==> src/include/iem_regs.svh <==
// Register offsets, field positions and reset values of the interrupt enable block
`ifndef IEM_REGS_SVH
`define IEM_REGS_SVH

`define IEM_I2C_ADDR          7'h5a
`define IEM_OFS_PIN_CTRL      8'h03
`define IEM_OFS_SRC_ENABLE    8'h04
`define IEM_OFS_PENDING       8'h21

`define IEM_BIT_DRIVE_EN      0
`define IEM_BIT_CLEAR_MODE    1

`define IEM_BIT_LIGHT_LO      0
`define IEM_BIT_LIGHT_HI      1
`define IEM_BIT_PROX_ONE      2
`define IEM_BIT_PROX_TWO      3
`define IEM_BIT_PROX_THREE    4
`define IEM_BIT_COMMAND       5

`define IEM_ENABLE_MASK       8'h3f
`define IEM_PIN_CTRL_MASK     8'h03
`define IEM_RST_SRC_ENABLE    8'h00
`define IEM_RST_PIN_CTRL      8'h00
`define IEM_RST_PENDING       6'h00
`define IEM_READ_UNMAPPED     8'h00

`endif

==> src/include/iem_pkg.sv <==
// Types shared by the interrupt enable block
package iem_pkg;

  typedef struct packed {
    logic       command;
    logic       prox_three;
    logic       prox_two;
    logic       prox_one;
    logic [1:0] light;
  } iem_events_t;

  typedef enum logic [8:0] {
    IEM_IDLE   = 9'b000000001,
    IEM_ADDR   = 9'b000000010,
    IEM_ACK_A  = 9'b000000100,
    IEM_PTR    = 9'b000001000,
    IEM_ACK_P  = 9'b000010000,
    IEM_WDATA  = 9'b000100000,
    IEM_ACK_W  = 9'b001000000,
    IEM_RDATA  = 9'b010000000,
    IEM_RACK   = 9'b100000000
  } iem_state_t;

endpackage

==> src/verilog/iem_int_enable.sv <==
// Interrupt source enable mask with I2C register access and open-drain interrupt pin
// Behaviour
// - Enable register resets to all zeros
// - Bit 5 gates command event onto pin
// - Bit 4 gates third proximity event
// - Bit 3 gates second proximity event
// - Bit 2 gates first proximity event
// - Bits 1:0 gate each light event bit
// - Drive enable set: pin low on match
// - Pending flags sticky until host clears them
`timescale 1ns/1ps
`include "iem_regs.svh"
module iem_int_enable (
  input  wire logic                ref_clk,
  input  wire logic                reset_n,
  input  wire logic                scl_in,
  input  wire logic                sda_in,
  output logic                     sda_out,
  output logic                     sda_oe,
  output logic                     int_out,
  output logic                     int_oe,
  input  wire iem_pkg::iem_events_t event_set
);
  import iem_pkg::*;

  logic [1:0]   pins_sync;
  logic         scl_d_reg;
  logic         sda_d_reg;
  logic         scl_s;
  logic         sda_s;
  logic         scl_rise;
  logic         scl_fall;
  logic         start_seen;
  logic         stop_seen;
  iem_state_t   state_reg;
  logic [3:0]   bit_cnt_reg;
  logic [7:0]   shift_reg;
  logic [7:0]   tx_reg;
  logic [7:0]   ptr_reg;
  logic         read_mode_reg;
  logic         nack_reg;
  logic         wr_strobe;
  logic [7:0]   source_enable_reg;
  logic [7:0]   pin_ctrl_reg;
  logic [5:0]   pending_reg;
  logic [5:0]   pending_next;
  logic [5:0]   pending_clear;
  logic         int_drive_next;
  logic [7:0]   rd_byte;

  iem_sync #(
    .WIDTH (2)
  ) u_sync (
    .ref_clk  (ref_clk),
    .reset_n  (reset_n),
    .async_in ({scl_in, sda_in}),
    .sync_out (pins_sync)
  );

  assign scl_s      = pins_sync[1];
  assign sda_s      = pins_sync[0];
  assign scl_rise   = scl_s & ~scl_d_reg;
  assign scl_fall   = ~scl_s & scl_d_reg;
  assign start_seen = scl_s & scl_d_reg & sda_d_reg & ~sda_s;
  assign stop_seen  = scl_s & scl_d_reg & ~sda_d_reg & sda_s;

  // Register read decode
  function automatic logic [7:0] read_byte(input logic [7:0] ofs,
                                           input logic [7:0] en,
                                           input logic [7:0] ctrl,
                                           input logic [5:0] pend);
    if (ofs == `IEM_OFS_SRC_ENABLE) begin
      read_byte = en & `IEM_ENABLE_MASK;
    end else if (ofs == `IEM_OFS_PIN_CTRL) begin
      read_byte = ctrl & `IEM_PIN_CTRL_MASK;
    end else if (ofs == `IEM_OFS_PENDING) begin
      read_byte = {2'h0, pend};
    end else begin
      read_byte = `IEM_READ_UNMAPPED;
    end
  endfunction

  // Byte the pointer selects, loaded at each read byte start
  assign rd_byte = read_byte(ptr_reg, source_enable_reg, pin_ctrl_reg, pending_reg);

  always_ff @(posedge ref_clk) begin
    if (!reset_n) begin
      scl_d_reg <= 1'b1;
      sda_d_reg <= 1'b1;
    end else begin
      scl_d_reg <= scl_s;
      sda_d_reg <= sda_s;
    end
  end

  // Write strobe: a data byte fully received on the falling edge after bit 8
  assign wr_strobe = (state_reg == IEM_WDATA) && scl_fall && (bit_cnt_reg == 4'h8);

  // I2C slave sequencing
  always_ff @(posedge ref_clk) begin
    if (!reset_n) begin
      state_reg     <= IEM_IDLE;
      bit_cnt_reg   <= 4'h0;
      shift_reg     <= 8'h00;
      tx_reg        <= 8'h00;
      ptr_reg       <= 8'h00;
      read_mode_reg <= 1'b0;
      nack_reg      <= 1'b0;
      sda_oe        <= 1'b0;
    end else if (start_seen) begin
      state_reg   <= IEM_ADDR;
      bit_cnt_reg <= 4'h0;
      sda_oe      <= 1'b0;
    end else if (stop_seen) begin
      state_reg <= IEM_IDLE;
      sda_oe    <= 1'b0;
    end else if (scl_rise) begin
      if (state_reg == IEM_RACK) begin
        nack_reg <= sda_s;
      end else if (state_reg == IEM_ADDR || state_reg == IEM_PTR ||
                   state_reg == IEM_WDATA || state_reg == IEM_RDATA) begin
        shift_reg   <= {shift_reg[6:0], sda_s};
        bit_cnt_reg <= bit_cnt_reg + 4'h1;
      end
    end else if (scl_fall) begin
      case (state_reg)
        IEM_ADDR: begin
          if (bit_cnt_reg == 4'h8) begin
            if (shift_reg[7:1] == `IEM_I2C_ADDR) begin
              read_mode_reg <= shift_reg[0];
              sda_oe        <= 1'b1;
              state_reg     <= IEM_ACK_A;
            end else begin
              state_reg <= IEM_IDLE;
            end
          end
        end
        IEM_ACK_A: begin
          bit_cnt_reg <= 4'h0;
          if (read_mode_reg) begin
            tx_reg    <= rd_byte;
            ptr_reg   <= ptr_reg + 8'h01;
            sda_oe    <= ~rd_byte[7];
            state_reg <= IEM_RDATA;
          end else begin
            sda_oe    <= 1'b0;
            state_reg <= IEM_PTR;
          end
        end
        IEM_PTR: begin
          if (bit_cnt_reg == 4'h8) begin
            ptr_reg   <= shift_reg;
            sda_oe    <= 1'b1;
            state_reg <= IEM_ACK_P;
          end
        end
        IEM_ACK_P, IEM_ACK_W: begin
          sda_oe      <= 1'b0;
          bit_cnt_reg <= 4'h0;
          state_reg   <= IEM_WDATA;
        end
        IEM_WDATA: begin
          if (bit_cnt_reg == 4'h8) begin
            ptr_reg   <= ptr_reg + 8'h01;
            sda_oe    <= 1'b1;
            state_reg <= IEM_ACK_W;
          end
        end
        IEM_RDATA: begin
          if (bit_cnt_reg == 4'h8) begin
            sda_oe    <= 1'b0;
            state_reg <= IEM_RACK;
          end else begin
            sda_oe <= ~tx_reg[3'h7 - bit_cnt_reg[2:0]];
          end
        end
        IEM_RACK: begin
          bit_cnt_reg <= 4'h0;
          if (nack_reg) begin
            sda_oe    <= 1'b0;
            state_reg <= IEM_IDLE;
          end else begin
            tx_reg    <= rd_byte;
            ptr_reg   <= ptr_reg + 8'h01;
            sda_oe    <= ~rd_byte[7];
            state_reg <= IEM_RDATA;
          end
        end
        default: begin
          state_reg <= IEM_IDLE;
          sda_oe    <= 1'b0;
        end
      endcase
    end
  end

  // Source enable register
  always_ff @(posedge ref_clk) begin
    if (!reset_n) begin
      source_enable_reg <= `IEM_RST_SRC_ENABLE;
    end else if (wr_strobe && ptr_reg == `IEM_OFS_SRC_ENABLE) begin
      source_enable_reg <= shift_reg & `IEM_ENABLE_MASK;
    end
  end

  // Pin drive enable and clear mode
  always_ff @(posedge ref_clk) begin
    if (!reset_n) begin
      pin_ctrl_reg <= `IEM_RST_PIN_CTRL;
    end else if (wr_strobe && ptr_reg == `IEM_OFS_PIN_CTRL) begin
      pin_ctrl_reg <= shift_reg & `IEM_PIN_CTRL_MASK;
    end
  end

  // Sticky pending flags, write one to clear, a new event wins
  always_comb begin
    pending_clear = 6'h00;
    if (wr_strobe && ptr_reg == `IEM_OFS_PENDING) begin
      pending_clear = shift_reg[5:0];
    end
    pending_next = (pending_reg & ~pending_clear) | event_set;
  end

  always_ff @(posedge ref_clk) begin
    if (!reset_n) begin
      pending_reg <= `IEM_RST_PENDING;
    end else begin
      pending_reg <= pending_next;
    end
  end

  // Interrupt pin: drive low when any enabled source is pending and drive enable is set
  always_comb begin
    int_drive_next = 1'b0;
    if (pending_reg[`IEM_BIT_COMMAND] && source_enable_reg[`IEM_BIT_COMMAND]) begin
      int_drive_next = 1'b1;
    end
    if (pending_reg[`IEM_BIT_PROX_THREE] && source_enable_reg[`IEM_BIT_PROX_THREE]) begin
      int_drive_next = 1'b1;
    end
    if (pending_reg[`IEM_BIT_PROX_TWO] && source_enable_reg[`IEM_BIT_PROX_TWO]) begin
      int_drive_next = 1'b1;
    end
    if (pending_reg[`IEM_BIT_PROX_ONE] && source_enable_reg[`IEM_BIT_PROX_ONE]) begin
      int_drive_next = 1'b1;
    end
    if (|(pending_reg[`IEM_BIT_LIGHT_HI:`IEM_BIT_LIGHT_LO] &
          source_enable_reg[`IEM_BIT_LIGHT_HI:`IEM_BIT_LIGHT_LO])) begin
      int_drive_next = 1'b1;
    end
    if (!pin_ctrl_reg[`IEM_BIT_DRIVE_EN]) begin
      int_drive_next = 1'b0;
    end
  end

  always_ff @(posedge ref_clk) begin
    if (!reset_n) begin
      int_oe  <= 1'b0;
      int_out <= 1'b0;
      sda_out <= 1'b0;
    end else begin
      int_oe  <= int_drive_next;
      int_out <= 1'b0;
      sda_out <= 1'b0;
    end
  end
endmodule

==> src/verilog/iem_sync.sv <==
// Two-flop synchroniser for pin inputs
`timescale 1ns/1ps
module iem_sync #(
  parameter int WIDTH = 2
) (
  input  wire logic             ref_clk,
  input  wire logic             reset_n,
  input  wire logic [WIDTH-1:0] async_in,
  output logic      [WIDTH-1:0] sync_out
);
  logic [WIDTH-1:0] stage_reg;

  always_ff @(posedge ref_clk) begin
    if (!reset_n) begin
      stage_reg <= '1;
      sync_out  <= '1;
    end else begin
      stage_reg <= async_in;
      sync_out  <= stage_reg;
    end
  end
endmodule
==> config.mk <==
export PLATFORM = sky130hd
export DESIGN_NAME = iem_int_enable
export DESIGN_NICKNAME = d
export VERILOG_FILES = /design/src/include/iem_pkg.sv /design/src/verilog/iem_int_enable.sv /design/src/verilog/iem_sync.sv
export VERILOG_INCLUDE_DIRS = /design/src /design/src/include
export SDC_FILE = /design/constraint.sdc
export NUM_CORES = 1
export LEC_CHECK = 0
export ABC_AREA = 1
export BUFFER_PORTS_ARGS = -buffer_cell sky130_fd_sc_hd__buf_4
export CORE_UTILIZATION = 50
export CTS_CLUSTER_DIAMETER = 30
export DETAILED_ROUTE_END_ITERATION = 16
export PLACE_DENSITY = 0.72
export SLEW_MARGIN = 20
export SYNTH_ARGS = -nofsm -noshare
export SYNTH_HDL_FRONTEND = slang
export SYNTH_SLANG_ARGS = --single-unit
export TNS_END_PERCENT = 20
==> constraint.sdc <==
create_clock -name ref_clk -period 1.7 [get_ports ref_clk]
set_input_delay 0.34 -clock ref_clk [delete_from_list [all_inputs] [get_ports ref_clk]]
set_output_delay 0.34 -clock ref_clk [all_outputs]
set_load 0.02 [all_outputs]
==> impl_summary.txt, run 1 <==
----------------------------------------------------
[Drt]
  Post-DR wirelength/cell ... 13.1 µm
  Total via count after detailed routing ... 3145
  Remaining design rule violation count ... 0
  First-pass iteration count of the detailed router ... 4
  Number of DRC violations after detailed-routing iteration 0 ... 199
  Vias per cell ... 5.22
  Final wirelength ... 7.91 mm
  Routed Antenna Nets ... 0

[Finish]
  Final nets ... 538
  Final core utilization ... 63.8%
  Growth of design area from synthesis to finish ... 19.9%
  # diodes ... 0
  Fraction of layout cells with a size suffix above 1 ... 23.7%
  Max FFs per register ... 9
  Number of inserted filler cells in the final layout ... 571

[Synthesis]
  Area fraction in and, or, nand and nor cells after synthesis ... 37.5%
  Fraction of the yosys area taken by sequential cells ... 36.4%
  XOR/XNOR share of the synthesized area ... 1.62%
  Commonest register cell after synthesis ... sky130_fd_sc_hd__dfxtp_1
  Proportion of synthesized area in mux cells ... 0%
  Main combinational cell family by area after synthesis ... simple AND/OR/NAND/NOR gates
  Number of synthesized flops with an enable pin ... 0
  Ys Warns ... 0
  Most instantiated library cell after synthesis ... sky130_fd_sc_hd__nand2_1
  Post-synthesis instance area ... 0.00324 mm²
  Share of synthesized cell area in full adder, half adder and majority cells ... 1.93%
  Cell types with the largest area share after synthesis ... sky130_fd_sc_hd__dfxtp_1 36%, sky130_fd_sc_hd__nand2_1 10%, sky130_fd_sc_hd__nor2_1 9.8%, sky130_fd_sc_hd__inv_1 6.8%, sky130_fd_sc_hd__o21ai_0 5.1%
  Count of distinct cell types in the synthesized netlist ... 35
  Mean area per synthesized cell ... 6.68 µm²
  Post-synthesis compound-gate area fraction ... 12.4%
  Post-synth top area share ... 36.4%
  Post-synthesis async set-or-reset flop share ... 0%
  Flops & latches, synth ... 59
  Number of instances in the synthesized netlist ... 485
  Largest area contributor in the netlist ... sky130_fd_sc_hd__dfxtp_1
  Most frequent cells after synthesis ... 86 x sky130_fd_sc_hd__nand2_1, 85 x sky130_fd_sc_hd__nor2_1, 59 x sky130_fd_sc_hd__dfxtp_1, 59 x sky130_fd_sc_hd__inv_1, 33 x sky130_fd_sc_hd__o21ai_0

[Place]
  Hpwl dp ... 5.83 mm
  Number of port buffers ... 11
  Pre-CTS setup slack ... -27.3 ps
  Gp weighted congestion ... 0.970

[Power]
  Maximum vdd drop ... 0.000614 V
  Net Sw Frac ... 23.7%
  Power Density ... 806 mW/mm²
  Net switching power figure ... 0.742 mW
  Leakage component of the power ... 1.72 nW
  Sequential share of power ... 45.6%
  Combinational share of power ... 7.3%
  Power Internal ... 2.39 mW
  Clock share of power ... 47.1%

[Global route]
  Largest net degree at the start of global routing ... 37
  GRT Util Overall ... 25.5%
  Number of antenna violations at the first check in global routing ... 0
  GRT Residual Overflow ... 0
  Wire length of the first global-routing pass ... 12.9 mm
  Vias in the first global route ... 2852

[Timing]
  Final count of negative-setup-slack endpoints ... 0
  Worst setup margin ... 82.4 ps
  Unrepaired setup endpoints after global routing ... true
  Final cycle utilization of the critical path ... 95.2%
  Maximum frequency from static timing analysis ... 618 MHz
  Final max-slew violation count ... 0
  Final Hold Viols ... 0
  Clock Skews ... 12.9 ps
  Clock period minus worst slack ... 1620 ps

[CTS]
  Clock tree buffer depth ... 2
  CTS tree ... built
  Number of levels the H-tree was split into ... 3
  Clock-pin slew reported for the worst setup and hold paths after clock tree synthesis ... 70 ps
  Clock root cell ... sky130_fd_sc_hd__clkbuf_8
  Clock tree sinks ... 59
  Clock latency of the later-clocked register in the worst-skew pair ... 350 ps
  Total clock buffers created by CTS ... 9

[Critical path]
  Data arrival at the endpoint of the critical path ... 1900 ps
  Worst-case register-to-register setup slack ... 80 ps
  Terminus of the critical flop-to-flop path ... state_reg[6]
  Worst Path Class, Setup ... reg2reg
  Reg2reg start ... state_reg[1]
  Crit Path Max Fanout ... 7
  Launching element type of the critical path ... register
  R2R depth ... 10
  Crit end category ... register
  Data required time at the worst endpoint ... 1980 ps

[Die]
  FP Rows ... 28
  Die span in y ... 82.5 µm
  Die span in x ... 82.5 µm
  I/O pins ... 14
  Effective utilization at floorplan ... 53.2%
  Core area ... 0.00610 mm²
  Area of the die ... 0.00681 mm²

[Job]
  Number of maximum-capacitance violations ... 0

[Min path]
  Destination of the worst hold path ... u_sync.stage_reg[0]
  Min-Delay Startpoint ... sda_in
  Kind of path behind the tightest hold check ... in2reg
  Hold path cells ... 2

[Status]
  Run status ... finished clean

----------------------------------------------------
## per-layer routing
| layer | up-vias | share of wire, % | global-route usage, % |
|---|---|---|---|
| li1 | 1618 | - | - |
| met1 | 1426 | 45 | 30.9 |
| met2 | 80 | 47 | 42.9 |
| met3 | 21 | 5.0 | 7.58 |
| met4 | 0 | 2.6 | 8.97 |
| met5 | - | 0 | 0 |
## area by class of cell
cell class                 instances  area, µm²  area share [%]
clock buffer                      11        151            3.89
clock inverter                     4       73.8            1.90
inverter                          70        268            6.89
multi-input combinational        347       1840            47.2
sequential                        59       1190            30.6
tap                               75       93.8            2.41
timing repair buffer              36        274            7.05
## worst max-delay path: stages, from the launching register on
cell and delay [ps]:
sky130_fd_sc_hd__dfxtp_1 340, sky130_fd_sc_hd__nor2_2 150, sky130_fd_sc_hd__buf_4 140, sky130_fd_sc_hd__nand3_2 120, sky130_fd_sc_hd__nor2_2 190, sky130_fd_sc_hd__inv_2 80
sky130_fd_sc_hd__nand3_2 110, sky130_fd_sc_hd__nand2_2 110, sky130_fd_sc_hd__inv_2 120, sky130_fd_sc_hd__nand2_1 60, sky130_fd_sc_hd__a21oi_1 120
## power groups by stage
stage               Combinational [mW]  Clock [mW]  Sequential, mW
floorplan                        0.151           0            1.45
global placement                 0.211           0            1.46
detailed placement               0.213           0            1.46
CTS                              0.215        1.49            1.43
global route                     0.254        1.55            1.43
finish                           0.229        1.48            1.43
## timing repair
item,in CTS,in global routing
setup endpoints to repair,12,48
buffers inserted,0,3
gates resized for setup,3,35
cloned,0,0
pin swaps,0,7
hold buffers,0,0
## layout by cell type (no fill, tap or decap), types with 9 or more instances in the layout
cell                        n
sky130_fd_sc_hd__nand3_1   28
sky130_fd_sc_hd__o21ai_1   16
sky130_fd_sc_hd__nor2_1    79
sky130_fd_sc_hd__nor2_4     9
sky130_fd_sc_hd__nand2_2   11
sky130_fd_sc_hd__nor2_2    11
sky130_fd_sc_hd__nand4_1   10
sky130_fd_sc_hd__inv_2     12
sky130_fd_sc_hd__inv_1     56
sky130_fd_sc_hd__a21oi_1   24
sky130_fd_sc_hd__clkbuf_8  11
sky130_fd_sc_hd__buf_4     35
sky130_fd_sc_hd__o21ai_0   33
sky130_fd_sc_hd__dfxtp_1   52
sky130_fd_sc_hd__nand2_1   78
## logic make-up after synthesis
logic type / Yosys count
xor gates and xnor gates: 6
AOI/OAI and AO/OA: 78
and+or+nand+nor: 256
other: 1
DFF: 59
buffers and inverters: 80
adders and majority gates: 5
## how the worst max path moves through the flow
stage	from	end	slack [ps]	cells after the start
2_1_floorplan	bit_cnt_reg[0]	source_enable_reg[2]	90	10
3_3_place_gp	state_reg[0]	ptr_reg[5]	-6	10
3_5_place_dp	state_reg[0]	pending_reg[3]	-30	8
4_1_cts	state_reg[0]	pending_reg[3]	-3	8
5_1_grt	state_reg[1]	state_reg[7]	-30	10
6_report	state_reg[1]	state_reg[6]	80	10
## stage by stage
step / hold WS, ps / setup TNS [ps] / total power, mW / area, µm² / instances
2_1_floorplan: 393 / 0 / 1.61 / 3250 / 486
3_3_place_gp: 396 / -10.7 / 1.67 / 3530 / 584
3_5_place_dp: 401 / -108 / 1.67 / 3530 / 584
4_1_cts: 164 / -2.96 / 3.13 / 3760 / 599
5_1_grt: 168 / -136 / 3.23 / 3890 / 602
6_report: 170 / 0 / 3.13 / 3890 / 602
Power figures use the tool's default switching activity.
==> run 2, diff against run 1 <==
- RECOVER_POWER: unset -> 50
- REMOVE_ABC_BUFFERS: unset -> 1
==> run 2 against run 1 <==
- via count decreased by 2.7%
- sequential cell count unchanged
- largest cell class unchanged
- non-clock buffer count decreased by 2
- sequential share of layout area increased by 0.39 points
- critical endpoint is now state_reg[0]
==> impl_summary.txt, run 2 (synthesized netlist as in run 1, its figures left out) <==
----------------------------------------------------
[Status]
  Run status ... finished clean (unchanged)

[Finish]
  Layout Cells excl Fill ... 601 (was 602)
  Growth of design area from synthesis to finish ... 18.0% (was 19.9%)
  Final core utilization ... 62.8% (was 63.8%)
  Max FFs per register ... 9 (unchanged)
  Most frequent cells in the layout ... 79 x sky130_fd_sc_hd__nor2_1, 79 x sky130_fd_sc_hd__nand2_1, 57 x sky130_fd_sc_hd__inv_1, 55 x sky130_fd_sc_hd__dfxtp_1, 33 x sky130_fd_sc_hd__o21ai_0 (was 79 x sky130_fd_sc_hd__nor2_1, 78 x sky130_fd_sc_hd__nand2_1, 56 x sky130_fd_sc_hd__inv_1, 52 x sky130_fd_sc_hd__dfxtp_1, 35 x sky130_fd_sc_hd__buf_4)
  Fraction of layout cells with a size suffix above 1 ... 22.2% (was 23.7%)
  # diodes ... 0 (unchanged)
  FF+latch area ... 0.00119 mm² (about the same)
  Area of combinational cells with multiple inputs ... 0.00185 mm² (was 0.00184 mm²)
  Final nets ... 536 (was 538)
  Number of inserted filler cells in the final layout ... 585 (was 571)

[Drt]
  Total via count after detailed routing ... 3059 (was 3145)
  Vias per cell ... 5.09 (was 5.22)
  Post-DR wirelength/cell ... 12.9 µm (was 13.1 µm)
  Routed Antenna Nets ... 0 (unchanged)
  Remaining design rule violation count ... 0 (unchanged)
  Number of DRC violations after detailed-routing iteration 0 ... 168 (was 199)
  First-pass iteration count of the detailed router ... 4 (unchanged)
  Final wirelength ... 7.74 mm (was 7.91 mm)

[Place]
  Number of port buffers ... 11 (unchanged)
  Hpwl dp ... 5.87 mm (was 5.83 mm)
  Gp weighted congestion ... 0.889 (was 0.970)
  Placed insts ... 583 (was 584)

[Timing]
  Unrepaired setup endpoints after global routing ... true (unchanged)
  Clock Skews ... 10.5 ps (was 12.9 ps)
  Final worst hold slack ... 182 ps (was 170 ps)
  Final count of negative-setup-slack endpoints ... 0 (unchanged)
  Maximum frequency from static timing analysis ... 603 MHz (was 618 MHz)
  Transition at the pin with the smallest max-transition slack ... 512 ps
  Relative slew slack ... 65.9%
  Final max-slew violation count ... 0 (unchanged)
  Clock period minus worst slack ... 1660 ps (was 1620 ps)
  Final cycle utilization of the critical path ... 97.5% (was 95.2%)
  Final Hold Viols ... 0 (unchanged)
  Setup tns final ... 0 ps (unchanged)

[Min path]
  Destination of the worst hold path ... u_sync.stage_reg[1] (was u_sync.stage_reg[0])
  Hold path cells ... 2 (unchanged)
  Kind of path behind the tightest hold check ... in2reg (unchanged)
  Min-Delay Startpoint ... scl_in (was sda_in)

[Power]
  Leakage component of the power ... 1.65 nW (was 1.72 nW)
  Power Density ... 733 mW/mm² (was 806 mW/mm²)
  Final Total Pwr ... 2.80 mW (was 3.13 mW)
  Maximum vdd drop ... 0.000714 V (was 0.000614 V)

[Critical path]
  Family of cells with the greatest summed delay on the critical path ... simple AND/OR/NAND/NOR gates (unchanged)
  R2R depth ... 9 (was 10)
  Data arrival at the endpoint of the critical path ... 1900 ps (about the same)
  Terminus of the critical flop-to-flop path ... state_reg[0] (was state_reg[6])
  Most common cell on crit path ... sky130_fd_sc_hd__nand2_1
  Crit Path Max Fanout ... 3 (was 7)
  Number of buffers and inverters on the critical path ... 1 (was 3)
  Launching element type of the critical path ... register (unchanged)
  Data required time at the worst endpoint ... 1940 ps (was 1980 ps)
  Slowest library cell on the worst path ... sky130_fd_sc_hd__nor3_1 (was sky130_fd_sc_hd__dfxtp_1)
  Critical-path cell list ... nor2_2, buf_4, nand3_2, nor3_1, nor2_1, nand2_1, nand2_1, nand3_1, nand2_1 (was nor2_2, buf_4, nand3_2, nor2_2, inv_2, nand3_2, nand2_2, inv_2, nand2_1, a21oi_1)
  Worst Path Class, Setup ... reg2reg (unchanged)
  Reg2reg start ... state_reg[1] (unchanged)
  Max stage delay on crit path ... 400 ps (was 340 ps)
  Worst-case register-to-register setup slack ... 40 ps (was 80 ps)
  Crit end category ... register (unchanged)

[CTS]
  CTS tree ... built (unchanged)
  Clock latency of the later-clocked register in the worst-skew pair ... 350 ps (about the same)
  Total clock buffers created by CTS ... 9 (unchanged)
  Clock tree buffer depth ... 2 (unchanged)
  Number of levels the H-tree was split into ... 3 (unchanged)
  Clock root cell ... sky130_fd_sc_hd__clkbuf_8 (unchanged)
  Clock tree sinks ... 59 (unchanged)
  Clock-pin slew reported for the worst setup and hold paths after clock tree synthesis ... 70 ps (about the same)

[Die]
  FP Rows ... 28 (unchanged)
  Die span in x ... 82.5 µm (unchanged)
  Core area ... 0.00610 mm² (unchanged)
  Area of the die ... 0.00681 mm² (unchanged)
  Effective utilization at floorplan ... 53.2% (unchanged)
  Die span in y ... 82.5 µm (unchanged)
  I/O pins ... 14 (unchanged)

[Global route]
  Number of antenna violations at the first check in global routing ... 0 (unchanged)
  Largest net degree at the start of global routing ... 37 (unchanged)
  Wire length of the first global-routing pass ... 13.0 mm (was 12.9 mm)
  GRT Residual Overflow ... 0 (unchanged)
  Vias in the first global route ... 2864 (was 2852)
  GRT Util Overall ... 25.5% (about the same)

[Job]
  Number of maximum-capacitance violations ... 0 (unchanged)

----------------------------------------------------
run 2: cell count changes in the layout (fill, tap and decap cells not counted), sizes merged:
cell / previous run / this run
buf: 36 / 31
bufinv: 2 / 0
clkbuf: 11 / 12
clkinv: 2 / 3
clkinvlp: 0 / 3
inv: 70 / 71
run 2: worst reg2reg max path, stage by stage (launching register included):
cell and delay [ps]:
sky130_fd_sc_hd__dfxtp_1 330, sky130_fd_sc_hd__nor2_2 180, sky130_fd_sc_hd__buf_4 150, sky130_fd_sc_hd__nand3_2 150, sky130_fd_sc_hd__nor3_1 400, sky130_fd_sc_hd__nor2_1 100, sky130_fd_sc_hd__nand2_1 80, sky130_fd_sc_hd__nand2_1 50
sky130_fd_sc_hd__nand3_1 60, sky130_fd_sc_hd__nand2_1 70
run 2: power breakdown:
part,leakage (nW),switching (mW),internal (mW),total (mW)
clock,0.0818,0.609,0.534,1.14
sequential,0.481,0.0210,1.41,1.43
combinational,1.09,0.145,0.0869,0.232
run 2: what timing repair did:
action,4_1_cts,5_1_grt
endpoints found under the setup margin,13,48
pin swaps,0,7
setup buffers,0,2
resized for setup,1,37
hold buffers,0,0
run 2: layout make-up:
type / instances / area share, %
clock buffer: 9 / 3.24
sequential: 59 / 31.0
tap: 75 / 2.45
clock inverter: 7 / 1.41
timing repair buffer: 34 / 6.57
multi-input combinational: 347 / 48.3
inverter: 70 / 7.06
run 2: worst max-delay path by stage:
| stage | from | endpoint | slack (ps) | cells after the start |
|---|---|---|---|---|
| finish | state_reg[1] | state_reg[0] | 40 | 9 |
| floorplan | bit_cnt_reg[0] | source_enable_reg[0] | 50 | 9 |
| global placement | state_reg[0] | ptr_reg[5] | -0.9 | 10 |
| global route | state_reg[1] | pending_reg[4] | -90 | 8 |
| detailed placement | state_reg[0] | pending_reg[0] | -10 | 8 |
| CTS | state_reg[0] | pending_reg[0] | -20 | 8 |
run 2: metal layers:
metal  vias up  wire (µm)  track usage, %
met3         7        342            6.70
met5         -          0               0
li1       1617          -               -
met2        68       3790            44.5
met1      1367       3520            31.3
met4         0         93            5.86
run 2: stage by stage:
step	area, µm²	worst slack [ps]
floorplan	3190	50.7
global placement	3520	-0.905
detailed placement	3520	-14.0
CTS	3700	-18.8
global route	3830	-90.1
finish	3830	41.8
